### src/servo_regs.svh
// register offsets, field positions, reset values and timing counts
// Notes on behaviour
// - over-speed fault while motor speed exceeds the set level, 0 to 20000 r/min.
// - over-speed level zero means 1.2 times the motor maximum speed.
// - effective over-load level never exceeds 115 percent of rating.
// - over-load level zero means a threshold of 115 percent.
// - travel fault when overrun exceeds travel range, 0.1 rev units, default 10.
// - input reading period 0.166, 0.333, 1 or 1.666 ms by input filter setting.
// - alarm clear recognised after 120 ms, or at input reading period when set to 1.
// - counter clear mode 0 ignores the counter clear input; range 0 to 4, default 3.
// - modes 1 and 2 hold deviation clear while input active; raw or filtered.
// - modes 3 and 4 clear once on rising edge; raw or filtered.
// - inhibit input honoured only when inhibit disable is 0; default 1 ignores it.
// - inhibit reading period 0.166, 0.333, 1 or 1.666 ms by inhibit filter setting.
// - inhibit filter 4 samples every 0.166 ms and takes each sample directly.
// - input filter, alarm clear time and inhibit filter apply only at power-up.
`ifndef SERVO_REGS_SVH
`define SERVO_REGS_SVH
`define CLK_NS 50
`define T_P0_NS 166000
`define T_P1_NS 333000
`define T_P2_NS 1000000
`define T_P3_NS 1666000
`define T_ACLR_NS 120000000
`define FILT_SAMPLES 3
`define OL_LIMIT_PCT 10'h073
`define OS_MUL 6
`define OS_DIV 5
`define RST_OVERLOAD 10'h000
`define RST_OVERSPEED 16'h0000
`define RST_TRAVEL 11'h00A
`define RST_IN_FILT 2'h0
`define RST_ACLR_TIME 1'h0
`define RST_CCLR_MODE 3'h3
`define RST_INH_DIS 1'h1
`define RST_INH_FILT 3'h0
`define OFS_OVERLOAD 8'h00
`define OFS_OVERSPEED 8'h04
`define OFS_TRAVEL 8'h08
`define OFS_IN_FILT 8'h0C
`define OFS_ACLR_TIME 8'h10
`define OFS_CCLR_MODE 8'h14
`define OFS_INH_DIS 8'h18
`define OFS_INH_FILT 8'h1C
`define OFS_STATUS 8'h20
`define OFS_MASK 8'h24
`define OFS_LIVE 8'h28
`define EVT_OVERSPEED 0
`define EVT_OVERLOAD 1
`define EVT_TRAVEL 2
`define EVT_ACLR 3
`define EVT_W 4
`endif

### src/servo_pkg.sv
// types shared by the servo input conditioning block
package servo_pkg;
    typedef struct packed {
        logic [9:0] overload;
        logic [15:0] overspeed;
        logic [10:0] travel;
        logic [2:0] cclr_mode;
        logic inh_dis;
    } live_cfg_type;
    typedef struct packed {
        logic [1:0] in_filt;
        logic aclr_time;
        logic [2:0] inh_filt;
    } boot_cfg_type;
endpackage

### src/servo_input_filter_protection.sv
// servo control input conditioning and protection checks
//
// The address map and the strobed register port were left to the implementer.
`timescale 1ns/1ns
`default_nettype none
`include "servo_regs.svh"
module servo_input_filter_protection #(
    parameter int FILT_N = `FILT_SAMPLES,
    parameter int P0_CYC = `T_P0_NS / `CLK_NS,
    parameter int P1_CYC = `T_P1_NS / `CLK_NS,
    parameter int P2_CYC = `T_P2_NS / `CLK_NS,
    parameter int P3_CYC = `T_P3_NS / `CLK_NS,
    parameter int ACLR_CYC = `T_ACLR_NS / `CLK_NS
) (
    input wire logic CLK,
    input wire logic RST,
    input wire logic [7:0] ADDR,
    input wire logic [31:0] WDATA,
    input wire logic WR,
    input wire logic RD,
    output logic [31:0] RDATA,
    input wire logic POWER_UP,
    input wire logic ALARM_CLEAR_IN,
    input wire logic COUNTER_CLEAR_IN,
    input wire logic PULSE_INHIBIT_IN,
    input wire logic [15:0] MOTOR_SPEED,
    input wire logic [15:0] MOTOR_MAX_SPEED,
    input wire logic [9:0] LOAD_LEVEL,
    input wire logic [15:0] TRAVEL_OVERRUN,
    output logic ALARM_CLEAR,
    output logic DEV_CLEAR,
    output logic PULSE_INHIBIT,
    output logic OVERSPEED_FAULT,
    output logic OVERLOAD_FAULT,
    output logic TRAVEL_LIMIT_FAULT,
    output logic IRQ
);
    localparam logic [23:0] PER0 = 24'(P0_CYC - 1);
    localparam logic [23:0] PER1 = 24'(P1_CYC - 1);
    localparam logic [23:0] PER2 = 24'(P2_CYC - 1);
    localparam logic [23:0] PER3 = 24'(P3_CYC - 1);
    localparam logic [23:0] ACLR_LAST = 24'(ACLR_CYC - 1);

    servo_pkg::live_cfg_type cfg_r;
    servo_pkg::boot_cfg_type boot_r;
    servo_pkg::boot_cfg_type act_r;
    logic [`EVT_W-1:0] status_r, mask_r, evt;
    logic [2:0] pin_a_r, pin_b_r;
    logic [2:0] filt;
    logic [1:0] tick;
    logic [23:0] per [2];
    logic [23:0] aclr_cnt_r;
    logic aclr_rec_r;
    logic cclr_prev_r;

    // register write decode
    wire wr_overload = WR && ADDR == `OFS_OVERLOAD;
    wire wr_overspeed = WR && ADDR == `OFS_OVERSPEED;
    wire wr_travel = WR && ADDR == `OFS_TRAVEL;
    wire wr_in_filt = WR && ADDR == `OFS_IN_FILT;
    wire wr_aclr = WR && ADDR == `OFS_ACLR_TIME;
    wire wr_cclr = WR && ADDR == `OFS_CCLR_MODE;
    wire wr_inh_dis = WR && ADDR == `OFS_INH_DIS;
    wire wr_inh_filt = WR && ADDR == `OFS_INH_FILT;
    wire wr_mask = WR && ADDR == `OFS_MASK;
    wire rd_status = RD && ADDR == `OFS_STATUS;

    always_ff @(posedge CLK or posedge RST) begin
        if (RST) begin
            cfg_r.overload <= `RST_OVERLOAD;
            cfg_r.overspeed <= `RST_OVERSPEED;
            cfg_r.travel <= `RST_TRAVEL;
            cfg_r.cclr_mode <= `RST_CCLR_MODE;
            cfg_r.inh_dis <= `RST_INH_DIS;
            boot_r <= {`RST_IN_FILT, `RST_ACLR_TIME, `RST_INH_FILT};
            mask_r <= '0;
        end else begin
            if (wr_overload) cfg_r.overload <= WDATA[9:0];
            if (wr_overspeed) cfg_r.overspeed <= WDATA[15:0];
            if (wr_travel) cfg_r.travel <= WDATA[10:0];
            if (wr_cclr) cfg_r.cclr_mode <= WDATA[2:0];
            if (wr_inh_dis) cfg_r.inh_dis <= WDATA[0];
            if (wr_in_filt) boot_r.in_filt <= WDATA[1:0];
            if (wr_aclr) boot_r.aclr_time <= WDATA[0];
            if (wr_inh_filt) boot_r.inh_filt <= WDATA[2:0];
            if (wr_mask) mask_r <= WDATA[`EVT_W-1:0];
        end
    end

    // written values wait here until the next control power-up
    always_ff @(posedge CLK or posedge RST) begin
        if (RST) begin
            act_r <= {`RST_IN_FILT, `RST_ACLR_TIME, `RST_INH_FILT};
        end else if (POWER_UP) begin
            act_r <= boot_r;
        end
    end

    // pins come from the host side, so two flops before use
    always_ff @(posedge CLK or posedge RST) begin
        if (RST) begin
            pin_a_r <= '0;
            pin_b_r <= '0;
        end else begin
            pin_a_r <= {PULSE_INHIBIT_IN, COUNTER_CLEAR_IN, ALARM_CLEAR_IN};
            pin_b_r <= pin_a_r;
        end
    end

    // reading periods; inhibit setting 4 reuses the fastest period
    assign per[0] = act_r.in_filt == 2'h0 ? PER0 :
                    act_r.in_filt == 2'h1 ? PER1 :
                    act_r.in_filt == 2'h2 ? PER2 : PER3;
    assign per[1] = act_r.inh_filt == 3'h1 ? PER1 :
                    act_r.inh_filt == 3'h2 ? PER2 :
                    act_r.inh_filt == 3'h3 ? PER3 : PER0;

    for (genvar t = 0; t < 2; t++) begin : g_timer
        logic [23:0] cnt_r;
        wire hit = cnt_r >= per[t];
        always_ff @(posedge CLK or posedge RST) begin
            if (RST) begin
                cnt_r <= '0;
            end else begin
                cnt_r <= hit ? 24'h000000 : cnt_r + 24'h000001;
            end
        end
        assign tick[t] = hit;
    end

    // per-input majority-free filter: all samples must agree to move, except inhibit setting 4 takes each sample directly
    wire [2:0] ch_tick = {tick[1], tick[0], tick[0]};
    wire [2:0] direct = {act_r.inh_filt == 3'h4, 2'b00};
    for (genvar c = 0; c < 3; c++) begin : g_filt
        logic [FILT_N-1:0] hist_r;
        logic level_r;
        wire [FILT_N-1:0] hist_nxt = {hist_r[FILT_N-2:0], pin_b_r[c]};
        always_ff @(posedge CLK or posedge RST) begin
            if (RST) begin
                hist_r <= '0;
                level_r <= 1'b0;
            end else if (ch_tick[c]) begin
                hist_r <= hist_nxt;
                if (direct[c]) begin
                    level_r <= pin_b_r[c];
                end else if (&hist_nxt) begin
                    level_r <= 1'b1;
                end else if (~|hist_nxt) begin
                    level_r <= 1'b0;
                end
            end
        end
        assign filt[c] = level_r;
    end

    // alarm clear: long hold time rejects chatter on the reset button
    wire aclr_hit = aclr_cnt_r >= ACLR_LAST;
    wire aclr_rec_nxt = act_r.aclr_time ? filt[0] : (pin_b_r[0] && aclr_hit);
    always_ff @(posedge CLK or posedge RST) begin
        if (RST) begin
            aclr_cnt_r <= '0;
            aclr_rec_r <= 1'b0;
        end else begin
            if (!pin_b_r[0]) begin
                aclr_cnt_r <= '0;
            end else if (!aclr_hit) begin
                aclr_cnt_r <= aclr_cnt_r + 24'h000001;
            end
            aclr_rec_r <= aclr_rec_nxt;
        end
    end

    // deviation counter clear
    wire cclr_raw = cfg_r.cclr_mode == 3'h1 || cfg_r.cclr_mode == 3'h3;
    wire cclr_src = cclr_raw ? pin_b_r[1] : filt[1];
    wire cclr_edge = cclr_src && !cclr_prev_r;
    wire cclr_lvl_mode = cfg_r.cclr_mode == 3'h1 || cfg_r.cclr_mode == 3'h2;
    wire cclr_edge_mode = cfg_r.cclr_mode == 3'h3 || cfg_r.cclr_mode == 3'h4;
    wire dev_clear_nxt = cclr_lvl_mode ? cclr_src :
                         cclr_edge_mode ? cclr_edge : 1'b0;

    wire inhibit_nxt = !cfg_r.inh_dis && filt[2];

    // protection thresholds
    wire [18:0] max_x6 = 19'(MOTOR_MAX_SPEED) * 19'(`OS_MUL);
    wire [18:0] os_auto = max_x6 / 19'(`OS_DIV);
    wire [18:0] os_thr = cfg_r.overspeed == 16'h0000 ? os_auto :
                         19'(cfg_r.overspeed);
    wire os_nxt = 19'(MOTOR_SPEED) > os_thr;
    wire ol_clamp = cfg_r.overload == 10'h000 || cfg_r.overload > `OL_LIMIT_PCT;
    wire [9:0] ol_thr = ol_clamp ? `OL_LIMIT_PCT : cfg_r.overload;
    wire ol_nxt = LOAD_LEVEL > ol_thr;
    wire tr_nxt = TRAVEL_OVERRUN > 16'(cfg_r.travel);

    always_ff @(posedge CLK or posedge RST) begin
        if (RST) begin
            cclr_prev_r <= 1'b0;
            ALARM_CLEAR <= 1'b0;
            DEV_CLEAR <= 1'b0;
            PULSE_INHIBIT <= 1'b0;
            OVERSPEED_FAULT <= 1'b0;
            OVERLOAD_FAULT <= 1'b0;
            TRAVEL_LIMIT_FAULT <= 1'b0;
        end else begin
            cclr_prev_r <= cclr_src;
            ALARM_CLEAR <= aclr_rec_r;
            DEV_CLEAR <= dev_clear_nxt;
            PULSE_INHIBIT <= inhibit_nxt;
            OVERSPEED_FAULT <= os_nxt;
            OVERLOAD_FAULT <= ol_nxt;
            TRAVEL_LIMIT_FAULT <= tr_nxt;
        end
    end

    // sticky status; a fault still present refills its bit on read
    always_comb begin
        evt = '0;
        evt[`EVT_OVERSPEED] = OVERSPEED_FAULT;
        evt[`EVT_OVERLOAD] = OVERLOAD_FAULT;
        evt[`EVT_TRAVEL] = TRAVEL_LIMIT_FAULT;
        evt[`EVT_ACLR] = ALARM_CLEAR;
    end
    wire [`EVT_W-1:0] status_nxt = (rd_status ? '0 : status_r) | evt;

    wire [31:0] live_word = {20'h00000, filt, pin_b_r, ALARM_CLEAR, DEV_CLEAR, PULSE_INHIBIT,
                             TRAVEL_LIMIT_FAULT, OVERLOAD_FAULT, OVERSPEED_FAULT};
    wire [31:0] rd_mux =
        ADDR == `OFS_OVERLOAD ? 32'(cfg_r.overload) :
        ADDR == `OFS_OVERSPEED ? 32'(cfg_r.overspeed) :
        ADDR == `OFS_TRAVEL ? 32'(cfg_r.travel) :
        ADDR == `OFS_IN_FILT ? 32'(boot_r.in_filt) :
        ADDR == `OFS_ACLR_TIME ? 32'(boot_r.aclr_time) :
        ADDR == `OFS_CCLR_MODE ? 32'(cfg_r.cclr_mode) :
        ADDR == `OFS_INH_DIS ? 32'(cfg_r.inh_dis) :
        ADDR == `OFS_INH_FILT ? 32'(boot_r.inh_filt) :
        ADDR == `OFS_STATUS ? 32'(status_r) :
        ADDR == `OFS_MASK ? 32'(mask_r) :
        ADDR == `OFS_LIVE ? live_word : 32'h00000000;

    always_ff @(posedge CLK or posedge RST) begin
        if (RST) begin
            status_r <= '0;
            IRQ <= 1'b0;
            RDATA <= '0;
        end else begin
            status_r <= status_nxt;
            IRQ <= |(status_r & mask_r);
            RDATA <= RD ? rd_mux : 32'h00000000;
        end
    end
endmodule
`default_nettype wire

### config.mk
export PLATFORM = sky130hd
export DESIGN_NAME = servo_input_filter_protection
export DESIGN_NICKNAME = d
export VERILOG_FILES = /design/src/servo_pkg.sv /design/src/servo_input_filter_protection.sv
export VERILOG_INCLUDE_DIRS = /design/src
export SDC_FILE = /design/constraint.sdc
export NUM_CORES = 1
export LEC_CHECK = 0
export ABC_AREA = 1
export BUFFER_PORTS_ARGS = -buffer_cell sky130_fd_sc_hd__buf_4
export CORE_UTILIZATION = 55
export CTS_BUF_LIST = sky130_fd_sc_hd__clkbuf_2 sky130_fd_sc_hd__clkbuf_4 sky130_fd_sc_hd__clkbuf_8
export CTS_CLUSTER_DIAMETER = 30
export DETAILED_ROUTE_END_ITERATION = 8
export PLACE_DENSITY = 0.77
export SYNTH_ARGS = -nofsm -noshare
export SYNTH_HDL_FRONTEND = slang
export SYNTH_SLANG_ARGS = --single-unit
### constraint.sdc
create_clock -name CLK -period 6.7 [get_ports CLK]
set_clock_uncertainty 0.05 [all_clocks]
set_input_delay 0.67 -clock CLK [delete_from_list [all_inputs] [get_ports CLK]]
set_output_delay 0.67 -clock CLK [all_outputs]
set_load 0.02 [all_outputs]
==> key figures <==
Clocking
  – Worst-path clk slew: about 100 ps
  – Bufs on Longest Clock Path: 2
  – Clock Latency Late Sink: 460 ps
  – Clock sink total: 173
  – CTS root buffer: clkbuf_8
  – CTS tree: built
  – H-tree depth: 4
  – Cts bufs inserted: 17

Critical path
  – Family with the most delay on the worst path: simple AND/OR/NAND/NOR gates
  – CP Data Arrival Time: 9280 ps
  – Worst path required time: 7000 ps
  – CP max stage delay: about 280 ps
  – Critical Path Source Type: input pin
  – Buf+Inv Stages, Crit Path: 12
  – Critical Path Sink Type: flop
  – Critical path's slowest cell: ha_1
  – Setup CP Type: input pin to flop
  – Crit Path Max Fanout: 6
  – Most frequent CP cell: nand2_1

Timing
  – F_max: roughly 110 MHz
  – Slew headroom: 26.7%
  – Slew at the pin closest to its max-slew limit: roughly 1100 ps
  – Min Clock Period, post-route: 8980 ps
  – Slew Viols, Final: 0
  – Setup violations, final: 1
  – Final hold vios: 0
  – Final worst-path cycle share: 134%
  – Post-Route Setup TNS: -2280 ps
  – RSZ-0062 raised after global routing: true
  – Final worst slack: -2280 ps

Global route
  – Largest net degree at the start of global routing: 112
  – Global-route wire length before repair: 47,300 um
  – GR Layer Usage met1: between 30% and 40%
  – Met3 usage in global routing: 4.00%
  – GRT met2 Usage: 46.6%
  – GRT Max-Usage Layer: met2
  – Global route total overflow: 0
  – Vias in the first global route: 10.3k
  – Initial antenna violation count: 0
  – Total GRT Usage: 27.1%

Yosys
  – Ys Warns: 0
  – Cell count after synthesis: about 1.5k
  – Sequential area share after synthesis: 37.7%
  – Synth Flop Type: dfrtp_1
  – Synthesized area: between 10,000 and 15,000 um2
  – Post-synth EDFFs: 0
  – Post-synthesis async set-or-reset flop share: 100%
  – #FFs+latches synth: between 150 and 200
  – Count of different cell masters after synthesis: 57
  – Syn avg cell area: 7.71 um2

Cells and area
  – Fillers: 1,631
  – Commonest non-fill, non-tap cells in the layout: 295 x nand2_1, 215 x buf_4, 189 x inv_1, 168 x dfrtp_1, 110 x nor2_1
  – Final non-filler cell area: 14,100 um2
  – # diodes: 0
  – Layout cells sized above 1: 23.6%
  – Synth-to-Final Area Change: 22.7%
  – FF+latch area: between 4000 and 5000 um2
  – Multi-input gate area: 6620 um2
  – Commonest non-fill, non-tap cell in the layout: nand2_1
  – Non-filler cells, final: between 2k and 2.5k
  – Final core occ: just under 70%
  – # nets final: 1,921

Placement
  – Placed cells: between 1.5k and 2k
  – DP HPWL: between 20,000 and 25,000 um
  – Routability cong.: 0.932
  – Port buffer count: between 100 and 150
  – Cell Area, Placed: 13,300 um2

Drt
  – DR vias: about 11k
  – Initial DRT Pass Iterations: 5
  – DRC Markers: 0
  – Number of routed nets with antenna violations: 0
  – Iteration-0 DRC Markers: 649
  – Drt via density: 5.37
  – Final WL: 28,800 um
  – DR WL/cell: 14.4 um

Die
  – Die Area: 21,500 um2
  – Die Y: 147 um
  – # IOs: 145
  – Chip width: 147 um
  – Initial Utilization: a little under three fifths
  – Num rows: 52
  – Core area: 20,400 um2

Min path
  – Worst hold path class: input pin to flop

Run
  – Max cap viols: 0

Run status
  – Status: complete, but fails checks
  – Failing checks: negative setup slack
==> kinds of logic (layout without fill, tap and decap cells) <==
group / count (synthesis) / in the layout / synth area share [%]
adder cells (fa/ha/maj): 91 / 91 / 9.96
AND/OR/NAND/NOR: 689 / 689 / 28.6
buffers and inverters: 253 / 465 / 8.77
other: 2 / 33 / 0.0652
XOR/XNOR: 20 / 20 / 1.52
AO/OA/AOI/OAI: 263 / 263 / 13.1
multiplexers: 3 / 3 / 0.293
flip-flops: 173 / 173 / 37.7
==> final timing paths <==
check,endpoint,start,slack (ps),cells past startpoint
setup reg to reg,OVERSPEED_FAULT,cfg_r[27],3010,19
hold reg to reg,pin_b_r[1],pin_a_r[1],300,0
setup / recovery,OVERSPEED_FAULT,MOTOR_MAX_SPEED[1],-2280,88
max in group asynchronous,RDATA[15],RST,4850,3
min in group asynchronous,aclr_cnt_r[18],RST,360,2
hold / removal,pin_a_r[2],PULSE_INHIBIT_IN,260,1
==> layout make-up <==
class                      instances  share of cell area, %
clock buffer                      22                   2.10
clock inverter                    10                  0.718
inverter                         218                   5.83
sequential                       173                   30.7
timing repair buffer             215                   11.4
tap                              270                   2.39
multi-input combinational       1099                   46.8
==> synthesized netlist by cell type, drive strengths merged, types with 6 or more instances <==
cell type | instances | area share [%]
inv | 213 | 6.9
nor2 | 113 | 3.8
a31oi | 9 | 0.49
nor4 | 17 | 0.98
o211ai | 13 | 0.85
nor3 | 29 | 1.3
nand3b | 6 | 0.39
nand3 | 101 | 5.2
dfrtp | 168 | 37
a21oi | 102 | 4.5
nand2 | 370 | 14
a211oi | 6 | 0.39
nor3b | 15 | 0.98
xor2 | 15 | 1.1
buf | 16 | 1.0
ha | 90 | 9.8
nand4 | 29 | 1.7
o21ai | 94 | 4.2
clkbuf | 19 | 0.62
==> state kept, by name (all words and copies together), names as in the netlist, 4 cells and up <==
name and count:
act_r 6, cfg_r 41, mask_r 4, RDATA 16, status_r 4, aclr_cnt_r 24, g_filt.hist_r 6, g_timer.cnt_r 48
boot_r 6
==> what timing repair did <==
action,CTS,global route
resized for setup,26,53
endpoints found under the setup margin,1,1
setup buffers,7,3
pin swaps,20,20
cloned,0,0
hold buffers,0,0
==> layer usage <==
metal	part of all wire, %	wire length [um]	vias to the layer above
met5	0	0	-
li1	-	-	5370
met3	5.8	1690	48
met1	43	12500	5050
met4	2.0	582	0
met2	49	14100	303
==> per-stage QoR <==
stage	hold WS, ps	setup WS [ps]
5_1_grt	235	-2970
3_3_place_gp	286	-2220
2_1_floorplan	281	-1690
4_1_cts	238	-2010
3_5_place_dp	285	-2650
6_report	263	-2280
Power is left out: the tool's default activity adds up to more than one toggle a clock period on the data nets, which glitch-free logic cannot reach.
